--- src/hw/iem_pkg.sv ---
package iem_pkg;
  // register map
  localparam logic [7:0] IEM_REG_ADDR        = 8'ha8;
  localparam logic [7:0] IEM_REG_RESET       = 8'h00;
  // field positions
  localparam int         IEM_BIT_GLOBAL      = 7;
  localparam int         IEM_BIT_SPI         = 6;
  localparam int         IEM_BIT_TIMER2      = 5;
  localparam int         IEM_BIT_UART        = 4;
  localparam int         IEM_BIT_TIMER1      = 3;
  localparam int         IEM_BIT_EXT1        = 2;
  localparam int         IEM_BIT_TIMER0      = 1;
  localparam int         IEM_BIT_EXT0        = 0;
  localparam int         IEM_NUM_SRC         = 7;
  // fixed arbitration order, index 0 wins
  localparam logic [2:0] IEM_SRC_EXT0        = 3'h0;
  localparam logic [2:0] IEM_SRC_TIMER0      = 3'h1;
  localparam logic [2:0] IEM_SRC_EXT1        = 3'h2;
  localparam logic [2:0] IEM_SRC_TIMER1      = 3'h3;
  localparam logic [2:0] IEM_SRC_UART        = 3'h4;
  localparam logic [2:0] IEM_SRC_TIMER2      = 3'h5;
  localparam logic [2:0] IEM_SRC_SPI         = 3'h6;
  localparam logic [2:0] IEM_SRC_NONE        = 3'h7;
  // synchroniser flops start at the idle pin level, so no false request after reset
  localparam logic [1:0] IEM_SYNC_RESET      = 2'h3;
endpackage
--- src/hw/iem_interrupt_enable_mask.sv ---
// Summary of operation
// - global gate clear blocks every source
// - global set: each source follows own enable
// - bit 6 gates serial peripheral requests
// - bit 5 gates timer2 low/high overflow
// - bit 4 gates uart request
// - bit 3 gates timer1 overflow
// - bit 2 gates active-low external input 1
// - bit 1 gates timer0 overflow
// - bit 0 gates active-low external input 0
// - requests sampled and decoded every cycle
// - equal-priority ties resolved by fixed order
`timescale 1ns/1ps
module iem_interrupt_enable_mask
  import iem_pkg::*;
(
  input  wire logic       clock,
  input  wire logic       rst_n,
  input  wire logic [7:0] sfr_addr,
  input  wire logic [7:0] sfr_wdata,
  input  wire logic       sfr_write,
  input  wire logic       sfr_read,
  output logic      [7:0] sfr_rdata,
  output logic            sfr_hit,
  input  wire logic       spi_pending,
  input  wire logic       timer2_low_overflow_flag,
  input  wire logic       timer2_high_overflow_flag,
  input  wire logic       uart_pending,
  input  wire logic       timer1_overflow_flag,
  input  wire logic       timer0_overflow_flag,
  input  wire logic       external_request1_pin,
  input  wire logic       external_request0_pin,
  input  wire logic [6:0] high_priority,
  output logic      [6:0] irq_request,
  output logic            irq_any,
  output logic            irq_valid,
  output logic      [2:0] irq_source,
  output logic            irq_high
);

  logic [7:0] interrupt_mask_register;
  logic [7:0] next_mask;
  logic       reg_sel;
  logic       write_hit;
  logic       read_hit;
  logic [1:0] ext_pin;
  logic [1:0] ext_active;
  logic [6:0] pending;
  logic [6:0] next_request;
  logic [6:0] prio_hi;
  logic [6:0] prio_lo;
  logic       global_irq_gate;
  logic [2:0] lo_source;
  logic       lo_found;
  logic [2:0] hi_source;
  logic       hi_found;
  logic [2:0] next_source;
  logic       next_valid;
  logic       next_high;

  assign global_irq_gate = interrupt_mask_register[IEM_BIT_GLOBAL];
  assign reg_sel         = sfr_addr == IEM_REG_ADDR;
  assign write_hit       = sfr_write & reg_sel;
  assign read_hit        = sfr_read & reg_sel;
  assign ext_pin         = {external_request1_pin, external_request0_pin};

  // bit-addressable writes arrive as byte writes from the core
  always_comb
  begin
    next_mask = interrupt_mask_register;
    if (write_hit)
      next_mask = sfr_wdata;
  end

  always_ff @(posedge clock)
  begin
    if (!rst_n)
      interrupt_mask_register <= IEM_REG_RESET;
    else
      interrupt_mask_register <= next_mask;
  end

  // read path registered so data comes from flops
  always_ff @(posedge clock)
  begin
    if (!rst_n)
      sfr_hit <= 1'b0;
    else
      sfr_hit <= read_hit;
  end

  // zero on a miss, so several responders can share one read bus
  always_ff @(posedge clock)
  begin
    if (!rst_n)
      sfr_rdata <= 8'h00;
    else if (read_hit)
      sfr_rdata <= interrupt_mask_register;
    else
      sfr_rdata <= 8'h00;
  end

  // raw pin straight into the first flop; inverting later keeps logic off the async net
  genvar p;
  generate
    for (p = 0; p < 2; p++)
    begin : gen_sync
      logic sync_first;
      logic sync_second;
      // reset to the idle pin level, a low start would look like a request
      always_ff @(posedge clock)
      begin
        if (!rst_n)
        begin
          sync_first  <= IEM_SYNC_RESET[p];
          sync_second <= IEM_SYNC_RESET[p];
        end
        else
        begin
          sync_first  <= ext_pin[p];
          sync_second <= sync_first;
        end
      end
      assign ext_active[p] = ~sync_second;
    end
  endgenerate

  // pending vector in fixed order; bit index equals enable bit position
  always_comb
  begin
    pending                 = 7'h00;
    pending[IEM_BIT_EXT0]   = ext_active[0];
    pending[IEM_BIT_TIMER0] = timer0_overflow_flag;
    pending[IEM_BIT_EXT1]   = ext_active[1];
    pending[IEM_BIT_TIMER1] = timer1_overflow_flag;
    pending[IEM_BIT_UART]   = uart_pending;
    pending[IEM_BIT_TIMER2] = timer2_low_overflow_flag | timer2_high_overflow_flag;
    pending[IEM_BIT_SPI]    = spi_pending;
  end

  // per-source gating, combinational so a mask write acts next cycle
  genvar g;
  generate
    for (g = 0; g < IEM_NUM_SRC; g++)
    begin : gen_gate
      assign next_request[g] = pending[g] & interrupt_mask_register[g]
                               & global_irq_gate;
    end
  endgenerate

  assign irq_request = next_request;
  assign irq_any     = |next_request;
  assign prio_hi     = next_request & high_priority;
  assign prio_lo     = next_request & ~high_priority;

  // lowest index wins within a level; scanning downwards lets the last hit stand
  always_comb
  begin
    lo_source = IEM_SRC_NONE;
    lo_found  = 1'b0;
    for (int i = IEM_NUM_SRC - 1; i >= 0; i--)
    begin
      if (prio_lo[i])
      begin
        lo_source = 3'(i);
        lo_found  = 1'b1;
      end
    end
  end

  // same scan for the high level
  always_comb
  begin
    hi_source = IEM_SRC_NONE;
    hi_found  = 1'b0;
    for (int i = IEM_NUM_SRC - 1; i >= 0; i--)
    begin
      if (prio_hi[i])
      begin
        hi_source = 3'(i);
        hi_found  = 1'b1;
      end
    end
  end

  // a high-level request always beats a low-level one
  always_comb
  begin
    next_high  = hi_found;
    next_valid = hi_found | lo_found;
    if (hi_found)
      next_source = hi_source;
    else
      next_source = lo_source;
  end

  // decode result sampled every clock for the sequencer
  always_ff @(posedge clock)
  begin
    if (!rst_n)
      irq_valid <= 1'b0;
    else
      irq_valid <= next_valid;
  end

  always_ff @(posedge clock)
  begin
    if (!rst_n)
      irq_source <= IEM_SRC_NONE;
    else
      irq_source <= next_source;
  end

  always_ff @(posedge clock)
  begin
    if (!rst_n)
      irq_high <= 1'b0;
    else
      irq_high <= next_high;
  end

endmodule // iem_interrupt_enable_mask

--- config.mk ---
export PLATFORM = sky130hd
export DESIGN_NAME = iem_interrupt_enable_mask
export DESIGN_NICKNAME = d
export VERILOG_FILES = /design/src/hw/iem_pkg.sv /design/src/hw/iem_interrupt_enable_mask.sv
export SDC_FILE = /design/constraint.sdc
export NUM_CORES = 1
export LEC_CHECK = 0
export ABC_AREA = 1
export ABC_CLOCK_PERIOD_IN_PS = 3000
export BUFFER_PORTS_ARGS = -buffer_cell sky130_fd_sc_hd__buf_2
export CAP_MARGIN = 10
export CORE_MARGIN = 3
export CORE_UTILIZATION = 35
export CTS_CLUSTER_SIZE = 40
export DETAILED_ROUTE_END_ITERATION = 8
export HOLD_SLACK_MARGIN = 0.12
export PLACE_DENSITY = 0.71
export SYNTH_ARGS = -nofsm -noshare
export SYNTH_HDL_FRONTEND = slang
export SYNTH_SLANG_ARGS = --single-unit
export TNS_END_PERCENT = 10
--- constraint.sdc ---
create_clock -name clock -period 3 [get_ports clock]
set_input_delay 0.6 -clock clock [delete_from_list [all_inputs] [get_ports clock]]
set_output_delay 0.6 -clock clock [all_outputs]
set_load 0.02 [all_outputs]
# ---- Word-level counts from Yosys, hierarchy flattened
# Index checks and enable logic that the tools add are counted.
dict set report totals {
  elab_cells 65
  inputBits 35
  output_inout_bits 22
  regBits 26
}
dict set report op_classes {
  n_eq_ne 1
  mux 29
  n_reduce_logical 2
  bitwise 23
}
# op count
set op_table {}
lappend op_table {{$mux W3} 13}
lappend op_table {{$and A1 B1 Y1} 16}
lappend op_table {{$mux W1} 16}
lappend op_table {{$and A7 B7 Y7} 2}
lappend op_table {{$eq A8 B8 Y1 const B} 1}
lappend op_table {{$not A7 Y7} 1}
lappend op_table {{$reduce_or A7 Y1} 1}
lappend op_table {{$not A1 Y1} 2}
lappend op_table {{$or A1 B1 Y1} 2}
lappend op_table {{$reduce_and A2 Y1} 1}

# ---- Logic depth before layout (Yosys ltp)
dict set report logic_depth {
  depth_word 12
  mapped_depth 10
  depth_no_buf 10
}

# ---- Least setup slack after synthesis
# No wires, ideal clock.
dict set report synth_path {
  path_kind {input to output}
  startpoint {input port uart_pending}
  endpoint {output port irq_any}
  required_time_ns 2.400
  setup_slack_ns 0.975
  path_stages 8
  arrival_time_ns 1.425
  path_buffers 0
  path_cell_list {nand2_1 > nor2_2 > nand2_1 > nand2_2 > nor2_2 > inv_2 > nor2_4 > nand3_1}
}
dict set report synth_via {
  elab_chain_cells 3
}
# item line_no
set synth_lines {}
lappend synth_lines {{start, declared} iem_interrupt_enable_mask.sv:28} ;# input wire logic uart_pending,
lappend synth_lines {{$and A1 B1 Y1} iem_interrupt_enable_mask.sv:146} ;# assign next_request[g] = pending[g] & interrupt_mask_register[g]
lappend synth_lines {{$and A1 B1 Y1} iem_interrupt_enable_mask.sv:147} ;# & global_irq_gate;
lappend synth_lines {{via irq_request[4]} iem_interrupt_enable_mask.sv:34} ;# output logic [6:0] irq_request,
lappend synth_lines {{$reduce_or A7 Y1} iem_interrupt_enable_mask.sv:152} ;# assign irq_any = |next_request;
lappend synth_lines {{end, declared} iem_interrupt_enable_mask.sv:35} ;# output logic irq_any,
# The timed path passes the listed nets, and every way through them passes these cells.

# ---- Worst setup path in the final report
dict set report layout_path {
  startpoint {register interrupt_mask_register[7]}
  endpoint {output port irq_any}
}
dict set report layout_via {
  elab_chain_cells 2
  word_cells_on_any_way 8
}
# item line_no
set layout_lines {}
lappend layout_lines {{start, declared} iem_interrupt_enable_mask.sv:41} ;# logic [7:0] interrupt_mask_register;
lappend layout_lines {{start signal, assigned} iem_interrupt_enable_mask.sv:80} ;# interrupt_mask_register <= next_mask;
lappend layout_lines {{$and A1 B1 Y1} iem_interrupt_enable_mask.sv:147}
lappend layout_lines {{$reduce_or A7 Y1 (*)} iem_interrupt_enable_mask.sv:152}
# Mark *: on every way between the ends. The rest lies on a longest branch, timed or not.

==> results.md <==
- Max-cap violations in this run came to 0.
- The number of standard cells after synthesis is between 150 and 200.
- The floorplan die area is around 3800 µm².
- The number of clock buffers added by TritonCTS is 3.
- The total number of H-tree levels is 1.
- The total of hold buffers inserted after clock tree synthesis is 0.
- After synthesis the netlist holds a flip-flop and latch count of 26.
- Dividing total power by cell area gives a power density of roughly 380 nW/µm².
- Setup violations remaining at the end of the flow were counted as 0.
- On the final layout, the worst clock skew is between 0.001 and 0.0015 ns.
- The leftover overflow at the end of global routing is 0.
- The area after detailed placement is roughly 1400 µm².
- After detailed routing, the number of remaining DRC violations is 0.
- In the global route stage, overall resource usage came out at roughly 15%.
- Data on the critical path arrives at its endpoint at 1.59 ns.
- The internal power of the cells is approximately 440 µW.
- The maximum clock insertion buffer count is 2.
- Across all hold checks on the routed design, the worst slack comes to between 0.4 and 0.5 ns.
- The number of antenna diodes in the final layout is 0.
- The number of detailed-routing iterations run before antenna repair is 5.
- The combinational share of power is 6.3%.
- The total count of hold-check failures in the final report is 0.
- At the worst endpoint, the required time is 2.40 ns.
- The setup TNS is 0 ns.
- The number of distinct standard cells referenced by the synthesized netlist is 19.
- The switching fraction of total power is between 20 and 25%.
- The sink count of the clock tree is 26.
- The adder and majority cell fraction of the synthesized area is 0%.
- The sequential power share is 62.5%.
- Per report_power, the clock group accounts for a little under a third of the total.
- The tightest min-delay check is of the flop to flop type.
- In the post-route analysis, the smallest setup slack over all paths is a little over 0.8 ns.
- For this block, the routed nets add up to 2.460 mm of wire.
- Setup repair after global routing left no endpoint under its margin.
- The worst pin sits at a relative slew slack of 74.44%.
- The row count is 19.
- The worst path needs between 2 and 2.5 ns of the cycle, external delays included.
- The cell area after layout is around 1500 µm².
- The run finished with clean final reports.
- The final routed wire length divided by cell count is 9.609 µm.
- Clock tree synthesis selected as its root buffer the cell sky130_fd_sc_hd__clkbuf_4.
- The first routing iteration left 32 violations.
- The fraction of the yosys area taken by sequential cells is a little under half.
- The maximum clock frequency is ~0.46 GHz.
- In the layout the commonest cells are 56 x sky130_fd_sc_hd__buf_2, 34 x sky130_fd_sc_hd__nand2_1, 26 x sky130_fd_sc_hd__inv_1, 26 x sky130_fd_sc_hd__dfxtp_1, 18 x sky130_fd_sc_hd__nor2_1.
- The net switching power is 116.0 µW.
- The number of nets in the synthesized netlist is ~190.
- The via count of the first global-routing pass is ~1,000.
- Of the post-synthesis cell area, the part taken by muxes is 0%.
- Across the VDD grid, the largest voltage drop is about 0.29 mV.
- The residual antenna-violating net count after detailed routing is 0.
- The number of antenna violations at the first check in global routing is 0.
- Sorting the synthesized cells by area gives the leading types as sky130_fd_sc_hd__dfxtp_1 48%, sky130_fd_sc_hd__nand2_1 12%, sky130_fd_sc_hd__inv_1 8.9%.
- The analysis attributes to cell leakage a power of approximately 0.82 nW.
- The count of warnings emitted by yosys is 0.
- The slowest stage of the critical path belongs to the cell sky130_fd_sc_hd__dfxtp_1.
- The synthesized area is 1095 µm².
- The startpoint of the worst hold path is gen_sync[0].sync_first.
- The synthesized-area fraction occupied by ao, oa, aoi and oai cells is between 10 and 15%.
- The sort of element at the start of the critical path is a flop.
- The total number of vias is 1,100.
- Clock latency on the worst-skew pair, taken at its later pin, is 0.32 ns.
- The endpoint of the worst hold path is gen_sync[0].sync_second.
- OpenSTA, run right after detailed placement, puts the worst setup slack at around 0.85 ns.
- After synthesis, the largest family of logic cells by area is simple AND/OR/NAND/NOR gates.
- Post-CTS repair changed the size of 0 cells.
- The die width is between 60 and 70 µm.
- The final net count is 250.
- Of the available clock period, the critical path in the final layout requires between 70% and 80%.
- The total setup buffers inserted after CTS is 0.
- The stage delay of the slowest cell on the critical path is between 0.3 and 0.4 ns.
- The critical path start-end classification is flop to primary output.
- From synthesis to final layout, the design area changed by 32.91%.
- Summed over all nets, the half-perimeter wirelength after detailed placement is around 2 mm.
- The region available for standard cell placement spans 2877 µm².
- The number of placed instances with taps included is roughly 250.
- The filler-free cell count of the finished design is between 200 and 300.
- The pin count of the biggest net entering global routing is 17.
- The total of buffers placed on input and output ports is 56.
- The wire length of the first global-routing pass is 4.077 mm.
- The cell count of the worst reg-to-reg path is 9.
- The fraction of final layout cells sized beyond drive strength 1 is approximately a third.
- The via count normalized by instance count is 4.297.
- The area share of the largest cell type after synthesis is a little under half.
- The worst register-to-register path begins at interrupt_mask_register[7].
- After clock tree synthesis, the clock-pin slew on the worst setup and hold paths is approximately 0.13 ns.
- The post-route total power is 558.1 µW.
- The clock tree from TritonCTS is built.
- For this run, the share of the core covered by cells in the final layout is about half.
- The most repeated library cell on the critical path is sky130_fd_sc_hd__nand3_1.
- Pin placement for this block handled 57 I/O pins.
- The simple-gate portion of the synthesized area is 30.97%.
- Once the floorplan was initialized, standard cells occupied 38.06% of the core.
- The average instance in the mapped netlist occupies 7.018 µm².
- Traced cell by cell, the critical path runs through nand2_1 -> inv_1 -> nand3_1 -> nand2_2 -> nor2_2 -> inv_2 -> nor2_4 -> nand3_1 -> buf_2.
- At the end of routability-driven placement, the weighted congestion stood at between 0.8 and 0.9.
- The largest driver fanout on the critical path is 6.
- The die is 61.93 µm tall.
- Grouping stages by cell kind, the critical path spends the most delay in simple AND/OR/NAND/NOR gates.
- The transition time of the tightest slew-check pin is 0.3831 ns.
- The parity-gate share of the synthesized area counting xor and xnor cells is 0%.
- The critical path contains buffers and inverters numbering 3 combined.
- The commonest non-fill, non-tap cell in the layout is sky130_fd_sc_hd__buf_2.
- The worst setup path is captured at a primary output.
- Along the worst hold path, the cell count comes to 1.
- The worst register-to-register path ends at irq_source[0].
- The final count of pins violating max slew is 0.
- The library cell occupying the most area in the post-synthesis netlist is sky130_fd_sc_hd__dfxtp_1.
- The reg-to-reg setup timing slack is roughly 1.7 ns.
[layer usage]
layer  vias to the layer above  track usage (%)  wire [µm]
met4                         0            4.545         17
met3                         2            5.992        260
li1                        593                -          -
met2                        43            23.92       1095
met5                         -                0          0
met1                       462            17.71       1086
[how the worst max path moves through the flow]
stage	startpoint	slack (ns)	end	cells after the start
6_report	interrupt_mask_register[7]	0.81	irq_any	9
5_1_grt	interrupt_mask_register[7]	0.55	irq_any	8
4_1_cts	interrupt_mask_register[7]	0.77	irq_any	8
3_5_place_dp	timer2_low_overflow_flag	0.85	irq_any	10
3_3_place_gp	timer0_overflow_flag	0.87	irq_any	9
2_1_floorplan	uart_pending	0.98	irq_any	8
[registers in the layout (all words and copies together) (netlist names)]
register	count
gen_sync.sync_first	2
gen_sync.sync_second	2
interrupt_mask_register	8
irq_high	1
irq_source	3
irq_valid	1
sfr_hit	1
sfr_rdata	8
[cell usage after synthesis]
cell type	number
sky130_fd_sc_hd__o21ai_0	9
sky130_fd_sc_hd__a21oi_1	8
sky130_fd_sc_hd__nor2_1	18
sky130_fd_sc_hd__inv_2	3
sky130_fd_sc_hd__nor3_1	2
sky130_fd_sc_hd__or2_2	4
sky130_fd_sc_hd__buf_2	1
sky130_fd_sc_hd__nor2_4	1
sky130_fd_sc_hd__nor2_2	3
sky130_fd_sc_hd__inv_1	26
sky130_fd_sc_hd__a31oi_1	2
sky130_fd_sc_hd__nand2_1	34
sky130_fd_sc_hd__clkbuf_1	1
sky130_fd_sc_hd__o21a_1	2
sky130_fd_sc_hd__nand2_2	1
sky130_fd_sc_hd__dfxtp_1	26
sky130_fd_sc_hd__nand3_1	12
sky130_fd_sc_hd__o21ai_1	1
sky130_fd_sc_hd__or2_1	2
[final cells by class]
type	instances	area, µm²
inverter	29	108.9
multi-input combinational	99	456.7
sequential	26	520.5
fill	327	1421
tap	42	52.55
clock buffer	4	36.28
timing repair buffer	56	280.3
[worst register-to-register path, cell delays in order (launching register included)]
cell and delay (ns):
sky130_fd_sc_hd__dfxtp_1 0.46, sky130_fd_sc_hd__nand3_1 0.20, sky130_fd_sc_hd__nor2_1 0.18, sky130_fd_sc_hd__nand2_1 0.07
sky130_fd_sc_hd__nand2_1 0.05, sky130_fd_sc_hd__nand2_1 0.04, sky130_fd_sc_hd__nand2_1 0.05, sky130_fd_sc_hd__nand2_1 0.05
sky130_fd_sc_hd__nand3_1 0.07, sky130_fd_sc_hd__nand3_1 0.07
[cell families (layout without fill, tap and decap cells)]
logic type | count (synthesis) | after routing
simple gates | 77 | 77
buf+inv | 31 | 89
flops | 26 | 26
compound gates | 22 | 22
[power by group through the flow]
stage	Clock, mW	Sequential [mW]	Combinational, mW
after floorplan	0	0.356	0.0109
after global placement	0	0.356	0.0347
after detailed placement	0	0.356	0.0355
after CTS	0.184	0.349	0.0357
after global routing	0.199	0.349	0.0410
final	0.174	0.349	0.0351
(Power assumes the default switching activity.)
